==> config.mk <==
export PLATFORM = sky130hd
export DESIGN_NAME = gdc_gate_drive_control
export DESIGN_NICKNAME = d
export VERILOG_FILES = /design/src/include/gdc_pkg.sv /design/src/logic/gdc_gate_drive_control.sv
export SDC_FILE = /design/constraint.sdc
export NUM_CORES = 1
export LEC_CHECK = 0
export BUFFER_PORTS_ARGS = -buffer_cell sky130_fd_sc_hd__buf_2
export CELL_PAD_IN_SITES_DETAIL_PLACEMENT = 0
export CELL_PAD_IN_SITES_GLOBAL_PLACEMENT = 1
export CORE_MARGIN = 2
export CORE_UTILIZATION = 40
export CTS_BUF_LIST = sky130_fd_sc_hd__clkbuf_8 sky130_fd_sc_hd__clkbuf_16
export DETAILED_ROUTE_END_ITERATION = 8
export PLACE_DENSITY = 0.79
export SLEW_MARGIN = 40
export SYNTH_ARGS = -nofsm -noshare
export SYNTH_HDL_FRONTEND = slang
export SYNTH_HIERARCHICAL = 1
export SYNTH_SLANG_ARGS = --single-unit
==> constraint.sdc <==
create_clock -name pclk -period 2.05 [get_ports pclk]
set_input_delay 0.1025 -clock pclk [delete_from_list [all_inputs] [get_ports pclk]]
set_output_delay 0.1025 -clock pclk [all_outputs]
set_load 0.1 [all_outputs]
==> src/include/gdc_pkg.sv <==
// gdc_pkg: register map, field positions and reset values of the gate drive control block
// assumes a 32-bit apb slave with word-aligned registers
package gdc_pkg;
  localparam int unsigned NUM_PHASE      = 3;
  localparam int unsigned DT_WIDTH       = 8;
  // register byte offsets
  localparam logic [7:0]  ADDR_CTRL      = 8'h00;
  localparam logic [7:0]  ADDR_DEADTIME  = 8'h04;
  localparam logic [7:0]  ADDR_STATUS    = 8'h08;
  localparam logic [7:0]  ADDR_IRQ_EN    = 8'h0C;
  localparam logic [7:0]  ADDR_IRQ_CLR   = 8'h10;
  localparam logic [7:0]  ADDR_PWM_PERIOD = 8'h14;
  // control fields
  localparam int unsigned CTRL_UNIT_EN   = 0;
  localparam int unsigned CTRL_DTG_EN    = 1;
  localparam int unsigned CTRL_MASK_LOW  = 2;
  localparam int unsigned CTRL_MASK_HIGH = 3;
  localparam int unsigned CTRL_BBM_EN    = 4;
  localparam int unsigned CTRL_CBC_EN    = 5;
  localparam int unsigned CTRL_WIDTH     = 6;
  // status / interrupt fields
  localparam int unsigned ST_PROTECT     = 0;
  localparam int unsigned ST_CURLIM      = 1;
  localparam int unsigned ST_FAST        = 2;
  localparam int unsigned ST_SLOW        = 3;
  localparam int unsigned ST_BACK_EMF        = 4;
  localparam int unsigned ST_SPECIAL     = 5;
  localparam int unsigned ST_PHASE       = 6;
  localparam int unsigned ST_AIO         = 7;
  localparam int unsigned ST_WIDTH       = 8;
  // reset values
  localparam logic [CTRL_WIDTH-1:0] CTRL_RESET     = 6'h10;
  localparam logic [DT_WIDTH-1:0]   DEADTIME_RESET = 8'h04;
  localparam logic [ST_WIDTH-1:0]   IRQ_EN_RESET   = 8'h00;
  localparam logic [15:0]           PERIOD_RESET   = 16'h0100;
endpackage

==> src/logic/gdc_gate_drive_control.sv <==
// gdc_gate_drive_control: routes timer pwm to three half-bridge gate driver pairs
// assumes pwm, protection and comparator inputs are synchronous to pclk
//
// Implementation choices: the placing of the registers and the APB slave port.
`timescale 1ns/1ps
module gdc_gate_drive_control (
  input  wire logic        pclk,
  input  wire logic        presetn,
  input  wire logic        psel,
  input  wire logic        penable,
  input  wire logic        pwrite,
  input  wire logic [7:0]  paddr,
  input  wire logic [31:0] pwdata,
  output logic      [31:0] prdata,
  output logic             pready,
  output logic             pslverr,
  input  wire logic [6:0]  timer_pwm_out,
  input  wire logic        protection_event,
  input  wire logic        current_limit_event,
  input  wire logic        fast_protect_comparator,
  input  wire logic        slow_protect_comparator,
  input  wire logic        back_emf,
  input  wire logic        special_comparator,
  input  wire logic        phase_comparator,
  input  wire logic [3:0]  analog_io_pin,
  input  wire logic        seq_mux_valid,
  input  wire logic [7:0]  seq_mux_word,
  output logic             seq_mux_busy,
  output logic             mux_link_clock,
  output logic             mux_link_data,
  output logic [2:0]       low_side_drive,
  output logic [2:0]       high_side_drive,
  output logic             protect_irq,
  output logic             comparator_irq,
  output logic             irq
);
  localparam int unsigned NP = gdc_pkg::NUM_PHASE;

  logic [gdc_pkg::CTRL_WIDTH-1:0] ctrl;
  logic [gdc_pkg::DT_WIDTH-1:0]   dead_time;
  logic [15:0]                    pwm_period;
  logic [gdc_pkg::ST_WIDTH-1:0]   status;
  logic [gdc_pkg::ST_WIDTH-1:0]   irq_en;
  logic [15:0]                    period_cnt;
  logic                           curlim_latch;
  logic [NP-1:0]                  dt_high;
  logic [NP-1:0]                  dt_low;
  logic [NP-1:0]                  next_low;
  logic [NP-1:0]                  next_high;
  logic [NP-1:0]                  cmd_high;
  logic [NP-1:0]                  cmd_low;
  logic                           unit_en;
  logic                           gate_low;
  logic                           gate_high;
  logic                           wr_en;
  logic                           rd_en;
  logic [gdc_pkg::ST_WIDTH-1:0]   events;
  logic [gdc_pkg::ST_WIDTH-1:0]   clr;
  logic [31:0]                    next_rdata;
  logic                           map_hit;

  assign unit_en = ctrl[gdc_pkg::CTRL_UNIT_EN];
  assign wr_en   = psel & penable & pwrite;
  assign rd_en   = psel & ~penable & ~pwrite;

  // apb slave: one wait-free access phase, pready registered high in access
  always_comb begin
    map_hit    = 1'b1;
    next_rdata = 32'h0000_0000;
    case (paddr)
      gdc_pkg::ADDR_CTRL:       next_rdata[gdc_pkg::CTRL_WIDTH-1:0] = ctrl;
      gdc_pkg::ADDR_DEADTIME:   next_rdata[gdc_pkg::DT_WIDTH-1:0] = dead_time;
      gdc_pkg::ADDR_STATUS:     next_rdata[gdc_pkg::ST_WIDTH-1:0] = status;
      gdc_pkg::ADDR_IRQ_EN:     next_rdata[gdc_pkg::ST_WIDTH-1:0] = irq_en;
      gdc_pkg::ADDR_IRQ_CLR:    next_rdata = 32'h0000_0000;
      gdc_pkg::ADDR_PWM_PERIOD: next_rdata[15:0] = pwm_period;
      default:                  map_hit = 1'b0;
    endcase
  end

  always_ff @(posedge pclk or negedge presetn) begin
    if (!presetn) begin
      pready  <= 1'b0;
      pslverr <= 1'b0;
      prdata  <= 32'h0000_0000;
    end else begin
      pready  <= psel & ~penable;
      pslverr <= psel & ~penable & ~map_hit;
      if (rd_en) begin
        prdata <= next_rdata;
      end
    end
  end

  always_ff @(posedge pclk or negedge presetn) begin
    if (!presetn) begin
      ctrl       <= gdc_pkg::CTRL_RESET;
      dead_time  <= gdc_pkg::DEADTIME_RESET;
      irq_en     <= gdc_pkg::IRQ_EN_RESET;
      pwm_period <= gdc_pkg::PERIOD_RESET;
    end else if (wr_en && pready) begin
      case (paddr)
        gdc_pkg::ADDR_CTRL:       ctrl <= pwdata[gdc_pkg::CTRL_WIDTH-1:0];
        gdc_pkg::ADDR_DEADTIME:   dead_time <= pwdata[gdc_pkg::DT_WIDTH-1:0];
        gdc_pkg::ADDR_IRQ_EN:     irq_en <= pwdata[gdc_pkg::ST_WIDTH-1:0];
        gdc_pkg::ADDR_PWM_PERIOD: pwm_period <= pwdata[15:0];
        default: ;
      endcase
    end
  end

  // sticky status: a new event wins over a same-cycle clear
  assign clr = (wr_en && pready && paddr == gdc_pkg::ADDR_IRQ_CLR) ?
               pwdata[gdc_pkg::ST_WIDTH-1:0] : '0;
  assign events = {|analog_io_pin, phase_comparator, special_comparator, back_emf,
                   slow_protect_comparator, fast_protect_comparator,
                   current_limit_event, protection_event};

  always_ff @(posedge pclk or negedge presetn) begin
    if (!presetn) begin
      status <= '0;
    end else begin
      status <= (status & ~clr) | events;
    end
  end

  always_ff @(posedge pclk or negedge presetn) begin
    if (!presetn) begin
      irq            <= 1'b0;
      protect_irq    <= 1'b0;
      comparator_irq <= 1'b0;
    end else begin
      irq            <= |((status & ~clr | events) & irq_en);
      protect_irq    <= fast_protect_comparator | slow_protect_comparator;
      comparator_irq <= back_emf | special_comparator | phase_comparator
                        | (|analog_io_pin);
    end
  end

  // pwm period counter; a current limit event blanks drive until wrap
  always_ff @(posedge pclk or negedge presetn) begin
    if (!presetn) begin
      period_cnt   <= 16'h0000;
      curlim_latch <= 1'b0;
    end else begin
      if (period_cnt >= pwm_period) begin
        period_cnt   <= 16'h0000;
        // an event on the wrap edge still blanks the new period
        curlim_latch <= current_limit_event & ctrl[gdc_pkg::CTRL_CBC_EN];
      end else begin
        period_cnt <= period_cnt + 16'h0001;
        if (current_limit_event && ctrl[gdc_pkg::CTRL_CBC_EN]) begin
          curlim_latch <= 1'b1;
        end
      end
    end
  end

  // group gating: masked protection acts in the cycle it is seen
  assign gate_low  = protection_event & ctrl[gdc_pkg::CTRL_MASK_LOW];
  assign gate_high = protection_event & ctrl[gdc_pkg::CTRL_MASK_HIGH];

  genvar g;
  generate
    for (g = 0; g < NP; g++) begin : g_phase
      gdc_dead_time u_dt (
        .pclk      (pclk),
        .presetn   (presetn),
        .pwm_in    (timer_pwm_out[g+4]),
        .dead_time (dead_time),
        .high_out  (dt_high[g]),
        .low_out   (dt_low[g])
      );
    end
  endgenerate

  always_comb begin
    for (int unsigned p = 0; p < NP; p++) begin
      if (ctrl[gdc_pkg::CTRL_DTG_EN]) begin
        cmd_high[p] = dt_high[p];
        cmd_low[p]  = dt_low[p];
      end else begin
        cmd_high[p] = timer_pwm_out[p+4];
        cmd_low[p]  = timer_pwm_out[p];
      end
      next_high[p] = unit_en & cmd_high[p] & ~gate_high & ~curlim_latch;
      next_low[p]  = unit_en & cmd_low[p] & ~gate_low & ~curlim_latch;
      if (ctrl[gdc_pkg::CTRL_BBM_EN] && next_high[p] && next_low[p]) begin
        next_high[p] = 1'b0;
        next_low[p]  = 1'b0;
      end
    end
  end

  always_ff @(posedge pclk or negedge presetn) begin
    if (!presetn) begin
      low_side_drive  <= '0;
      high_side_drive <= '0;
    end else begin
      low_side_drive  <= next_low;
      high_side_drive <= next_high;
    end
  end

  // write-only mux link: eight bits msb first, clock high in first half of a bit
  logic [7:0] mux_shift;
  logic [3:0] mux_bits;
  always_ff @(posedge pclk or negedge presetn) begin
    if (!presetn) begin
      mux_shift      <= 8'h00;
      mux_bits       <= 4'h0;
      seq_mux_busy   <= 1'b0;
      mux_link_clock <= 1'b0;
      mux_link_data  <= 1'b0;
    end else if (!seq_mux_busy) begin
      mux_link_clock <= 1'b0;
      if (seq_mux_valid) begin
        mux_shift     <= seq_mux_word;
        mux_bits      <= 4'h8;
        seq_mux_busy  <= 1'b1;
      end
    end else if (!mux_link_clock) begin
      if (mux_bits == 4'h0) begin
        seq_mux_busy  <= 1'b0;
        mux_link_data <= 1'b0;
      end else begin
        mux_link_data  <= mux_shift[7];
        mux_link_clock <= 1'b1;
        mux_shift      <= {mux_shift[6:0], 1'b0};
        mux_bits       <= mux_bits - 4'h1;
      end
    end else begin
      mux_link_clock <= 1'b0;
    end
  end

  property p_disabled_low;
    @(posedge pclk) disable iff (!presetn)
      !unit_en |=> (low_side_drive == 3'h0 && high_side_drive == 3'h0);
  endproperty
  a_disabled_low: assert property (p_disabled_low) else $error("drive on while disabled");

  property p_protect_low;
    @(posedge pclk) disable iff (!presetn)
      gate_low |=> low_side_drive == 3'h0;
  endproperty
  a_protect_low: assert property (p_protect_low) else $error("low group not gated");

  property p_protect_high;
    @(posedge pclk) disable iff (!presetn)
      gate_high |=> high_side_drive == 3'h0;
  endproperty
  a_protect_high: assert property (p_protect_high) else $error("high group not gated");

  property p_direct_route;
    @(posedge pclk) disable iff (!presetn)
      (unit_en && !ctrl[gdc_pkg::CTRL_DTG_EN] && !protection_event && !curlim_latch
       && !ctrl[gdc_pkg::CTRL_BBM_EN])
      |=> high_side_drive == $past(timer_pwm_out[6:4])
          && low_side_drive == $past(timer_pwm_out[2:0]);
  endproperty
  a_direct_route: assert property (p_direct_route) else $error("direct routing wrong");

  property p_bbm;
    @(posedge pclk) disable iff (!presetn)
      ctrl[gdc_pkg::CTRL_BBM_EN] |=> (low_side_drive & high_side_drive) == 3'h0;
  endproperty
  a_bbm: assert property (p_bbm) else $error("both sides on");

  property p_dtg_compl;
    @(posedge pclk) disable iff (!presetn)
      ctrl[gdc_pkg::CTRL_DTG_EN] |=> (low_side_drive & high_side_drive) == 3'h0;
  endproperty
  a_dtg_compl: assert property (p_dtg_compl) else $error("dead time overlap");

  property p_curlim;
    @(posedge pclk) disable iff (!presetn)
      curlim_latch |=> low_side_drive == 3'h0 && high_side_drive == 3'h0;
  endproperty
  a_curlim: assert property (p_curlim) else $error("drive during current limit");

  property p_protect_irq;
    @(posedge pclk) disable iff (!presetn)
      (fast_protect_comparator || slow_protect_comparator) |=> protect_irq;
  endproperty
  a_protect_irq: assert property (p_protect_irq) else $error("protect irq missing");

  property p_comp_irq;
    @(posedge pclk) disable iff (!presetn)
      (back_emf || special_comparator || phase_comparator || (|analog_io_pin))
      |=> comparator_irq;
  endproperty
  a_comp_irq: assert property (p_comp_irq) else $error("comparator irq missing");

  c_dtg_on: cover property (@(posedge pclk) disable iff (!presetn)
    ctrl[gdc_pkg::CTRL_DTG_EN] && high_side_drive[0] ##[1:300] low_side_drive[0]);
  c_protect: cover property (@(posedge pclk) disable iff (!presetn) gate_low && gate_high);
  c_curlim: cover property (@(posedge pclk) disable iff (!presetn) $rose(curlim_latch));
endmodule

// complementary pair with programmable dead time; both sides low while counting
module gdc_dead_time (
  input  wire logic                         pclk,
  input  wire logic                         presetn,
  input  wire logic                         pwm_in,
  input  wire logic [gdc_pkg::DT_WIDTH-1:0] dead_time,
  output logic                              high_out,
  output logic                              low_out
);
  logic                         last;
  logic [gdc_pkg::DT_WIDTH-1:0] cnt;
  always_ff @(posedge pclk or negedge presetn) begin
    if (!presetn) begin
      last     <= 1'b0;
      cnt      <= '0;
      high_out <= 1'b0;
      low_out  <= 1'b0;
    end else begin
      last <= pwm_in;
      if (pwm_in != last) begin
        cnt      <= dead_time;
        high_out <= 1'b0;
        low_out  <= 1'b0;
      end else if (cnt != '0) begin
        cnt <= cnt - 8'h01;
      end else begin
        high_out <= pwm_in;
        low_out  <= ~pwm_in;
      end
    end
  end
endmodule
[After elaboration in Yosys (flattened, before gate mapping)]
Cells that the tools add are included.
Storage, ports and cells
  flip-flop bits (word level): 138
  bits in latches: 0
  RAM bits: 0
  ROM bits: 0
  input port bits: 72
  output and inout port bits: 46
  logic and storage cells: 176
  memories kept: 0
Operators by class
  $add $sub $neg: 5
  multipliers: 0
  div/mod/pow operators: 0
  $lt $le $gt $ge: 1
  equality and inequality tests: 13
  shifts and indexed selects: 0
  muxes and demuxes: 53
  bitwise gates (word level): 44
  reductions and logical operators: 28
Operator list (count)
  $mux 8: 12
  $mux 1: 34
  $pmux 6 s5: 1
  $and 1x1->1: 26
  $reduce_bool 8->1: 3
  $sub 8x1->8 const B: 3
  $add 16x1->16 const B: 1
  $and 8x8->8: 2
  $eq 8x4->1 const B: 2
  $eq 8x5->1 const B: 2
  $ge 16x16->1: 1
  $mux 16: 1
  $mux 4: 4
  $not 1->1: 10
  $reduce_and 2->1: 5
  $reduce_bool 2->1: 5
  $logic_and 1x1->1: 9
  $eq 8x3->1 const B: 1
  $logic_not 8->1: 1
  $not 8->8: 1
  $or 8x8->8: 1
  $pmux 2 s4: 1
  $reduce_or 8->1: 1
  $ne 2x1->1 const B: 3
  other kinds (8): 14

[Logic depth before layout (Yosys ltp)]
Gate-level depths: netlist of the first run.
  depth in word-level cells: 10
  depth in mapped cells: 8
  gate-level depth less buffers: 8

[Modules after synthesis]
Netlist of the first run, hierarchy kept.
Modules (own cells, without submodules)
  gdc_gate_drive_control: instances 1, cells an instance 465, area an instance 5157.4 µm², sequential area each 2631.3 µm²
  gdc_dead_time: instances 3, cells an instance 69, area an instance 674.4 µm², sequential area each 275.3 µm²

[Worst setup path before layout of the first run]
No wires, ideal clock.
  kind: register to register
  from: register seq_mux_busy
  to: register mux_bits[3]
  setup time: 0.126 ns
  arrival: 2.188 ns
  data required time: 1.924 ns
  path slack: -0.264 ns
  cell stages (with the launch flop): 7
  path buffers: 1
  clock period less this slack: 2.314 ns
  cell sequence: dfrtp_1 > buf_2 > nand2b_1 > nand2b_1 > or4_1 > xor2_1 > nand2_1
Between the ends
  word-level cells in the longest chain between the ends: 2
  elaborated cells on any way between the ends: 5
  classes of those cells: eq/ne (2); mux (1); reduce/logical (2)
Ends and longest elaborated chain
  from (decl): RTL line gdc_gate_drive_control.sv:28  | output logic seq_mux_busy,
  from (signal assigned): RTL line gdc_gate_drive_control.sv:212  | seq_mux_busy <= 1'b0;
  from (signal assigned): RTL line gdc_gate_drive_control.sv:220  | seq_mux_busy <= 1'b1;
  from (signal assigned): RTL line gdc_gate_drive_control.sv:224  | seq_mux_busy <= 1'b0;
  $ne 2x2->1 (no source line) or $reduce_bool 2->1 (tied branches)
  $reduce_and 3->1 (no source line)
  to (signal assigned): RTL line gdc_gate_drive_control.sv:230  | mux_bits <= mux_bits - 4'h1;
  to (decl): RTL line gdc_gate_drive_control.sv:207  | logic [3:0] mux_bits;
Several ways; a longest one is shown, not always the timed one.
A chain may end at the register's enable or synchronous reset.

[Worst setup path after layout of the first run]
  from: register period_cnt[13]
  to: register period_cnt[7]
Between the ends
  word-level cells in the longest chain between the ends: 2
Ends and longest elaborated chain
  from (decl): RTL line gdc_gate_drive_control.sv:44  | logic [15:0] period_cnt;
  from (signal assigned): RTL line gdc_gate_drive_control.sv:151  | period_cnt <= period_cnt + 16'h0001;
  $ge 16x16->1: RTL line gdc_gate_drive_control.sv:146  | if (period_cnt >= pwm_period) begin
  $mux 16: RTL line gdc_gate_drive_control.sv:146
Every way passes these cells.

==> out/results.ini, run 1 <==
[global_routing]
grt-ovfl-total=0
grt_pass1_wl_mm=28.28
grt_pass1_vias=5634
grt_max_degree=53
antenna_found_initial=1
gr-usage-all-layers=0.1940

[clocking]
numCtsBuffers=17
cts_htree_levels=4
cts.sinks=138
clockRootBuffer=clkbuf_16
insertion_delay_ns=0.42
cts_max_path_buffers=2
cts_tree=built
clk_pin_slew_worst_paths_ns=0.06

[logic_synthesis]
synthCells=672
synth_area_mm2=0.007181
synthDistinctLibCells=62
yosys.area.top_type=dfrtp_1
yosysTopAreaCellShare=0.4705
synthTopCellsByCount=135 x dfrtp_1, 50 x inv_1, 46 x nand2_1
synth_seq_cells=138
synth_most_common_cell=dfrtp_1
ys_seq_area_frac=0.4814
synth-main-ff-cell=dfrtp_1
ys_warn_count=6
synth-edff-count=0
synthTopCellsByArea=dfrtp_1 47%, ha_1 4.9%, mux2_2 4.5%, a21oi_1 2.7%, inv_1 2.6%
syn_area_per_cell_um2=10.69
synthArstFlopShare=1.000

[placement]
gp_congestion=0.8855
io_buffers=84
pre_cts_slack_ns=-0.02266
post-dp-hpwl_mm=12.55

[timing]
skew_ns=0.009738
finalSetupViolCount=0
finalCritPeriodShare=0.9879
final-max-slew-violation-count=0
fin_ws_ns=0.02488
maxSlewHeadroom=0.6025
final_hold_viol_count=0
worst_pin_slew_ns=0.5962
finalCriticalPeriod_ns=2.025
fmax_mhz=493.8
rsz0062_at_grt=yes

[worst_setup_path]
cp_slowest_stage_delay_ns=0.56
worst_setup_path_start_kind=register
crit_start=period_cnt[13]
reg2regPathDepth=7
crit_chain=ha_4, nand4_1, or4_4, o211ai_4, buf_6, buf_16, nor2_2
reg2reg_to=period_cnt[7]
r2r_start=period_cnt[13]
critPathCaptureType=register
r2r_setup_slack_ns=0.02
crit_end=period_cnt[7]
cp.arrival_ns=2.34
worstPathMaxFanout=8
crit_required_ns=2.36
worst-setup-path-type=reg2reg
worst_path_max_delay_cell=or4_4

[pwr]
ir_drop_mv=0.9398
total_power_uw=9120
powerDensity_mw_per_mm2=1019
p_leak_uw=0.004126

[floorplan]
rows=48
die-width_um=138.0
core_mm2=0.01742
io_pins=118
die_h_um=138.0
start_util=0.4123
dieArea_mm2=0.01904

[route]
viasPerCell=5.467
wl_mm=17.95
drt_iter0_markers=278
first_pass_iters=5
ant_nets=0
vias=5719
drc=0
wl_per_cell_um=17.16

[flow_run]
drv_cap=0

[min_path]
whs_path_depth=3
holdCritPathClass=in2reg

[finish]
synthToLayoutAreaGrowth_pct=24.69
antenna_cells=0
nNetsFinal=908
final_layout_size_suffix_gt1_frac=0.2680
fillers=1547

[outcome]
status=complete, no violations

where the power goes:
group | switching, uW | internal, uW | leakage, uW
clock network | 1170 | 1800 | 0.000290
registers | 394 | 3110 | 0.00175
logic | 1650 | 988 | 0.00209
total | 3220 | 5900 | 0.00413
through the flow:
stage | cell area [um2] | setup TNS, ns | instances | util | hold slack (ns)
final | 8954 | 0 | 1046 | 0.5141 | 0.01787
after global placement | 7890 | -0.001842 | 976 | 0.4530 | 0.05438
after detailed placement | 7890 | -0.02266 | 976 | 0.4530 | 0.05578
after CTS | 8842 | -0.003347 | 1043 | 0.5077 | 0.0005874
after floorplan | 7239 | 0 | 687 | - | -0.1931
after global routing | 8954 | -0.5644 | 1046 | 0.5141 | 0.01389
cell usage in the layout (no fill, tap or decap), types with 4 or more instances in the layout:
cell,Yosys,final
dfrtp_1,135,133
and4b_1,5,5
a222oi_1,4,4
a22o_1,5,5
or3b_2,4,4
nor2b_1,8,8
o31ai_1,11,11
conb_1,1,16
nor4_4,4,4
dlygate4sd3_1,0,32
or4_4,3,4
and3_1,6,6
and4_1,6,6
o311ai_0,6,6
clkinv_2,0,4
nor3_1,15,15
inv_1,50,52
clkbuf_16,0,17
nor2_1,45,38
buf_2,4,83
mux2_2,29,29
mux2_1,15,15
nand4_1,13,13
o21ai_0,16,15
mux2i_1,13,13
a21oi_1,39,39
nand4b_1,7,7
xor2_1,16,16
a31oi_1,4,4
nand2_1,46,46
nor3b_1,6,6
o22a_1,7,7
buf_4,20,19
ha_4,0,5
nand3_1,11,11
ha_1,28,23
nand2b_1,8,8
a221oi_1,4,4
nor2_2,0,5
timing repair:
action,4_1_cts,5_1_grt
setup buffers,2,3
hold buffers,32,0
resized for setup,2,18
endpoints found under the setup margin,4,17
pin swaps,2,3
hold endpoints to repair,87,0
gates cloned,1,0
sequential cells by signal (all words and copies together) (netlist names), 3 cells and up:
register / count
g_phase.u_dt/cnt: 24
period_cnt: 16
prdata: 16
pwm_period: 16
dead_time: 8
irq_en: 8
mux_shift: 8
status: 8
ctrl: 6
mux_bits: 4
g_phase.u_dt/high_out: 3
g_phase.u_dt/last: 3
g_phase.u_dt/low_out: 3
high_side_drive: 3
low_side_drive: 3
final cells by class:
cell class              instances  area (um2)  share of cell area
inverters                      50       187.7             0.02096
repair buffers                140       988.4              0.1104
flip-flops and latches        138        3460              0.3864
multi-input cells             461        3465              0.3869
clock inverters                14       132.6             0.01481
well taps                     225       281.5             0.03144
clock buffers                  18       439.2             0.04905
per-layer routing:
metal,up-vias,global-route usage,part of all wire
li1,2689,-,-
met3,37,0.04532,0.049
met4,2,0.08617,0.025
met2,149,0.3212,0.50
met5,-,0,0.00039
met1,2842,0.2420,0.43
how the worst min path moves through the flow:
stage | from | slack (ns) | endpoint
after global placement | presetn | 0.05 | mux_link_data
after CTS | analog_io_pin[3] | 0.0006 | status[7]
after global routing | pwdata[4] | 0.01 | ctrl[4]
after detailed placement | presetn | 0.06 | mux_link_data
final | analog_io_pin[2] | 0.02 | status[7]
after floorplan | presetn | -0.19 | comparator_irq
worst max-delay path, delay by kind of cell (launching register included):
family,cells,cell delay [ns]
and+or+nand+nor,3,0.73
DFF,1,0.42
adders and majority gates,1,0.30
buffers and inverters,2,0.26
AOI/OAI and AO/OA,1,0.19
cells by family (layout without fill, tap and decap cells):
| group | Yosys count | count (layout) | share of synthesized area |
|---|---|---|---|
| and+or+nand+nor | 210 | 210 | 0.1711 |
| DFF | 138 | 138 | 0.4814 |
| AOI/OAI and AO/OA | 131 | 131 | 0.1296 |
| buffers and inverters | 88 | 222 | 0.05820 |
| muxes | 57 | 57 | 0.08712 |
| adders and majority gates | 28 | 28 | 0.04879 |
| xor gates and xnor gates | 19 | 19 | 0.02317 |
| other | 1 | 16 | 0.0005222 |
(Power assumes the default switching activity.)
==> run 2: changes to the inputs <==
--- a/config.mk
+++ b/config.mk
@@ -9,10 +9,10 @@
 export CELL_PAD_IN_SITES_DETAIL_PLACEMENT = 0
 export CELL_PAD_IN_SITES_GLOBAL_PLACEMENT = 1
 export CORE_MARGIN = 2
-export CORE_UTILIZATION = 40
+export CORE_UTILIZATION = 35
 export CTS_BUF_LIST = sky130_fd_sc_hd__clkbuf_8 sky130_fd_sc_hd__clkbuf_16
 export DETAILED_ROUTE_END_ITERATION = 8
-export PLACE_DENSITY = 0.79
+export PLACE_DENSITY = 0.71
 export SLEW_MARGIN = 40
 export SYNTH_ARGS = -nofsm -noshare
 export SYNTH_HDL_FRONTEND = slang
==> run 2 against run 1 <==
Against the previous run:
- the flow now finishes with violations (negative setup slack)
- die area grew 14%
- combinational power about the same
- clock-buffer cell count grew 1
- register-to-register slack got worse by 0.03 ns
- wire length is 4.6% lower
- sequential power barely moved
- fmax decreased by 1.6%
- power is 3.7% higher
- largest power group unchanged
- critical endpoint is now curlim_latch
- largest cell class unchanged
- clock power grew 12%
- via count down 4.8%
==> out/results.ini, run 2 (synthesis results as in run 1) <==
[clocking]
clk_pin_slew_worst_paths_ns=0.06  ; about the same
cts_htree_levels=4  ; unchanged
insertion_delay_ns=0.42  ; about the same
clockRootBuffer=clkbuf_16  ; unchanged
numCtsBuffers=17  ; unchanged
cts_max_path_buffers=2  ; unchanged
cts.sinks=138  ; unchanged
cts_tree=built  ; unchanged

[floorplan]
die_h_um=147.2  ; was 138.0 um
start_util=0.3560  ; was 0.4123
core_mm2=0.02017  ; was 0.01742 mm2
io_pins=118  ; unchanged
rows=52  ; was 48
die-width_um=147.2  ; was 138.0 um
dieArea_mm2=0.02168  ; was 0.01904 mm2

[worst_setup_path]
cp_slowest_stage_delay_ns=0.59  ; was 0.56 ns
worstPathMaxFanout=5  ; was 8
cp.arrival_ns=2.36  ; was 2.34 ns
crit_required_ns=2.35  ; was 2.36 ns
crit_chain=ha_1, nand4_1, or4_4, o211ai_4, buf_6, o21ai_2  ; was ha_4, nand4_1, or4_4, o211ai_4, buf_6, buf_16, nor2_2
worst-setup-path-type=reg2reg  ; unchanged
cp_top_family=simple AND/OR/NAND/NOR gates  ; unchanged
critPathCaptureType=register  ; unchanged
crit_buf_inv=1  ; was 2
worst_setup_path_start_kind=register  ; unchanged
worst_path_max_delay_cell=or4_4  ; unchanged

[pwr]
powerDensity_mw_per_mm2=1042  ; was 1019 mW/mm2
p_leak_uw=0.004148  ; was 0.004126 uW
ir_drop_mv=0.5902  ; was 0.9398 mV

[placement]
gp_congestion=0.8287  ; was 0.8855
io_buffers=84  ; unchanged
place_area_mm2=0.007979  ; was 0.007890 mm2
post-dp-hpwl_mm=12.38  ; was 12.55 mm

[timing]
finalCriticalPeriod_ns=2.057  ; was 2.025 ns
rsz0062_at_grt=yes  ; unchanged
worst_pin_slew_ns=0.6010  ; was 0.5962 ns
finalSetupViolCount=1  ; was 0
final_hold_viol_count=0  ; unchanged
whs_ns=0.02358  ; was 0.01787 ns
setup_tns_ns=-0.007284  ; was 0 ns
fin_ws_ns=-0.007284  ; was 0.02488 ns
skew_ns=0.01219  ; was 0.009738 ns
maxSlewHeadroom=0.5993  ; was 0.6025
fmax_mhz=486.1  ; was 493.8 MHz
final-max-slew-violation-count=0  ; unchanged
finalCritPeriodShare=1.004  ; was 0.9879

[route]
vias=5445  ; was 5,719
drt_iter0_markers=275  ; was 278
wl_mm=17.13  ; was 17.95 mm
wl_per_cell_um=15.66  ; was 17.16 um
first_pass_iters=5  ; unchanged
drc=0  ; unchanged
viasPerCell=4.977  ; was 5.467
ant_nets=0  ; unchanged

[finish]
fillers=1930  ; was 1,547
multiInputGateArea_mm2=0.003466  ; was 0.003465 mm2
largest_reg_flops=24  ; unchanged
antenna_cells=0  ; unchanged
nNetsFinal=911  ; was 908
stdcell_area_mm2=0.009080  ; was 0.008954 mm2
top_register=g_phase.u_dt/cnt  ; unchanged
area.sequential_mm2=0.003461  ; was 0.003460 mm2
mostFrequentLayoutCell=dfrtp_1  ; unchanged
final_layout_size_suffix_gt1_frac=0.2828  ; was 0.2680
synthToLayoutAreaGrowth_pct=26.45  ; was 24.69%
mostFrequentLayoutCells=132 x dfrtp_1, 83 x buf_2, 49 x inv_1  ; was 133 x dfrtp_1, 83 x buf_2, 52 x inv_1

[outcome]
violations=negative setup slack
status=finished, violations left  ; was complete, no violations

[min_path]
holdCritPathClass=in2reg  ; unchanged

[global_routing]
grt-ovfl-total=0  ; unchanged
antenna_found_initial=0  ; was 1
gr-usage-all-layers=0.1634  ; was 0.1940
grt_pass1_vias=5311  ; was 5,634
grt_pass1_wl_mm=28.06  ; was 28.28 mm
grt_max_degree=52  ; was 53

[flow_run]
drv_cap=0  ; unchanged

## run 2: cell count changes in the layout (fill, tap and decap cells not counted), sizes merged
cell         previous run  this run
clkbuf                 18        19
clkinv                  6         4
dlygate4sd3            32        31
buf                   108       112
inv                    54        52
clkinvlp                2         3
bufinv                  2         4
## run 2: report_power, final
group	switching (uW)	internal (uW)	leakage [uW]	total (uW)
clock network	1220	2110	0.000306	3340
registers	370	3110	0.00175	3480
logic	1630	1010	0.00209	2640
## run 2: worst min-delay path, delay by kind of cell
kind | cells | cell delay [ns]
AND/OR/NAND/NOR | 1 | 0.14
AO/OA/AOI/OAI | 1 | 0.09
buffers and inverters | 1 | 0.07
## run 2: through the flow
stage	utilization	total power, uW	cells	setup WS [ns]
floorplan	-	5386	687	0.0008407
global placement	0.3956	6007	1027	-0.01375
detailed placement	0.3956	6036	1027	-0.05167
CTS	0.4439	9489	1091	0.0009268
global route	0.4502	10030	1094	-0.05452
finish	0.4502	9458	1094	-0.007284
## run 2: path summary, 6_finish.rpt
check / from / endpoint / slack, ns / cells past startpoint
max: period_cnt[14] / curlim_latch / -0.007 / 6
min: analog_io_pin[2] / status[7] / 0.02 / 3
max reg2reg: period_cnt[14] / curlim_latch / -0.007 / 6
min reg2reg: prdata[13] / prdata[13] / 0.48 / 2
max in group asynchronous: presetn / dead_time[2] / 1.18 / 3
min in group asynchronous: presetn / g_phase[0].u_dt/cnt[3] / 0.19 / 2
## run 2: cell type report
type                       count  share of cell area
clock buffer                  19             0.04988
tap                          270             0.03721
clock inverter                13             0.02108
inverter                      50             0.02067
multi-input combinational    461              0.3817
sequential                   138              0.3811
timing repair buffer         143              0.1083
## run 2: metal layers
layer  GRT usage  share of wire  vias up
li1            -              -     2694
met1      0.2266           0.47     2650
met2      0.2626           0.48       87
met3     0.03261          0.034       14
met4     0.04279         0.0098        0
met5           0              0        -
## run 2: timing repair
item                                    CTS  global route
hold endpoints to repair                 76             0
hold buffers                             31             0
pin swaps                                 4             7
buffers inserted                          0             3
gates cloned                              1             0
gates resized for setup                   5            24
endpoints found under the setup margin   10            26
==> run 3: changes to the inputs <==
--- a/config.mk
+++ b/config.mk
@@ -18,3 +18,4 @@
 export SYNTH_HDL_FRONTEND = slang
 export SYNTH_HIERARCHICAL = 1
 export SYNTH_SLANG_ARGS = --single-unit
+export TNS_END_PERCENT = 20
==> run 3 against run 2 <==
Against the previous run:
- the flow now finishes without violations
- combinational power decreased by 2%
- setup slack improved by 0.026 ns
- fmax is 1.3% higher
- first-iteration DRC count grew 8.7%
- register-to-register slack better by 0.03 ns
- via count rose by 0.17%
- critical endpoint unchanged
- largest cell class is now flip-flops and latches
- largest power group unchanged
- highest routed layer unchanged
==> out/results.ini, run 3 (synthesis results as in run 1) <==
[outcome]
status=complete, no violations  ; was finished, violations left

[global_routing]
grt-ovfl-total=0  ; unchanged
grt_pass1_wl_mm=28.06  ; unchanged
grt_use_met2=0.2626  ; unchanged
gr-usage-all-layers=0.1634  ; unchanged
grt_pass1_vias=5311  ; unchanged
grtUsageMet1=0.2266  ; unchanged
grtUsageMet3=0.03261  ; unchanged
grt.busiest_layer=met2  ; unchanged
grt_max_degree=52  ; unchanged
antenna_found_initial=0  ; unchanged

[route]
viasPerCell=4.990  ; was 4.977
first_pass_iters=8  ; was 5
wl_mm=17.14  ; was 17.13 mm
drc=0  ; unchanged
vias=5454  ; was 5,445
ant_nets=0  ; unchanged
drt_iter0_markers=299  ; was 275
wl_per_cell_um=15.68  ; was 15.66 um

[floorplan]
start_util=0.3560  ; unchanged
die_h_um=147.2  ; unchanged
dieArea_mm2=0.02168  ; unchanged
die-width_um=147.2  ; unchanged
io_pins=118  ; unchanged
core_mm2=0.02017  ; unchanged
rows=52  ; unchanged

[timing]
skew_ns=0.01136  ; was 0.01219 ns
worst_pin_slew_ns=0.6060  ; was 0.6010 ns
finalCriticalPeriod_ns=2.032  ; was 2.057 ns
fmax_mhz=492.2  ; was 486.1 MHz
fin_ws_ns=0.01823  ; was -0.007284 ns
final-max-slew-violation-count=0  ; unchanged
maxSlewHeadroom=0.5960  ; was 0.5993
finalSetupViolCount=0  ; was 1
whs_ns=0.02069  ; was 0.02358 ns
rsz0062_at_grt=yes  ; unchanged
final_hold_viol_count=0  ; unchanged
finalCritPeriodShare=0.9911  ; was 1.004

[pwr]
powerDensity_mw_per_mm2=1042  ; about the same
power_frac_seq=0.370  ; was 0.368
power_switching_uw=3200  ; was 3225 uW
clock_power_share=0.355  ; was 0.353
comb_power_share=0.276  ; was 0.279
ir_drop_mv=0.5890  ; was 0.5902 mV
p_int_uw=6210  ; was 6232 uW
p_leak_uw=0.004151  ; was 0.004148 uW
swShare=0.3400  ; was 0.3410

[finish]
fin_cells=1093  ; was 1,094
mostFrequentLayoutCell=dfrtp_1  ; unchanged
mostFrequentLayoutCells=133 x dfrtp_1, 83 x buf_2, 49 x inv_1  ; was 132 x dfrtp_1, 83 x buf_2, 49 x inv_1
final_layout_size_suffix_gt1_frac=0.2685  ; was 0.2828
multiInputGateArea_mm2=0.003426  ; was 0.003466 mm2
largest_reg_flops=24  ; unchanged
top_register=g_phase.u_dt/cnt  ; unchanged
area.sequential_mm2=0.003460  ; was 0.003461 mm2
fillers=1950  ; was 1,930
antenna_cells=0  ; unchanged
final_util=0.4478  ; was 0.4502
synthToLayoutAreaGrowth_pct=25.77  ; was 26.45%
nNetsFinal=910  ; was 911

[worst_setup_path]
crit_required_ns=2.35  ; about the same
reg2regPathDepth=7  ; was 6
critPathCaptureType=register  ; unchanged
reg2reg_to=curlim_latch  ; unchanged
worst_setup_path_start_kind=register  ; unchanged
r2r_setup_slack_ns=0.02  ; was -0.007 ns
worstPathMaxFanout=5  ; unchanged
cp.arrival_ns=2.33  ; was 2.36 ns
r2r_start=pwm_period[8]  ; was period_cnt[14]
worst-setup-path-type=reg2reg  ; unchanged

[placement]
post-dp-hpwl_mm=12.38  ; unchanged
pre_cts_slack_ns=-0.05167  ; unchanged
io_buffers=84  ; unchanged
post-place-cells=1027  ; unchanged
gp_congestion=0.8287  ; unchanged

[clocking]
clk_pin_slew_worst_paths_ns=0.06  ; about the same
cts_htree_levels=4  ; unchanged
numCtsBuffers=17  ; unchanged
clockRootBuffer=clkbuf_16  ; unchanged
insertion_delay_ns=0.42  ; about the same
cts_max_path_buffers=2  ; unchanged
cts_tree=built  ; unchanged
cts.sinks=138  ; unchanged

[min_path]
holdPathEnd=pwm_period[1]  ; was status[7]
holdCritPathClass=in2reg  ; unchanged
worstHoldStart=pwdata[1]  ; was analog_io_pin[2]
whs_path_depth=2  ; was 3

[flow_run]
drv_cap=0  ; unchanged

run 3: metrics by stage:
step	cell area, um2	TNS (ns)	power [uW]
2_1_floorplan	7239	0	5386
3_3_place_gp	7979	-0.01375	6007
3_5_place_dp	7979	-0.1751	6036
4_1_cts	8952	0	9489
5_1_grt	9031	-0.2599	9976
6_report	9031	0	9410
run 3: worst max path at each step:
stage	slack (ns)	cells past startpoint	endpoint	start
floorplan	0.0008	7	period_cnt[11]	pwm_period[8]
global placement	-0.01	7	curlim_latch	pwm_period[8]
detailed placement	-0.05	7	curlim_latch	pwm_period[8]
CTS	0.0009	6	period_cnt[4]	period_cnt[12]
global route	-0.03	7	period_cnt[14]	pwm_period[8]
finish	0.02	7	curlim_latch	pwm_period[8]
run 3: critical path: stages (launching register included):
cell and delay, ns:
dfstp_2 0.53, inv_2 0.05, ha_4 0.24, nand4_1 0.15
or4_4 0.48, o211ai_4 0.24, buf_6 0.17, o21ai_2 0.05
run 3: final cells by class:
type                       instances  share of cell area
timing repair buffer             142              0.1081
tap                              270             0.03741
multi-input combinational        461              0.3793
sequential                       138              0.3831
clock inverter                    13             0.02120
inverter                          50             0.02078
clock buffer                      19             0.05015
run 3: metal layers:
layer	share of wire	wire length, um
met1	0.47	8075
met2	0.48	8203
met3	0.038	655
met4	0.012	200
met5	0	0
run 3: timing repair:
action / CTS / global route
hold endpoints to repair: 76 / 0
setup endpoints to repair: 10 / 26
resized for setup: 5 / 10
gates cloned: 1 / 0
hold buffers: 31 / 0
pin swaps: 4 / 2
buffers inserted: 0 / 2
run 3: power by group through the flow:
stage	Combinational, uW	Clock, uW	Sequential (uW)
finish	2590	3340	3480
global route	2900	3530	3540
CTS	2590	3420	3480
detailed placement	2510	0	3520
global placement	2490	0	3520
floorplan	1570	0	3820
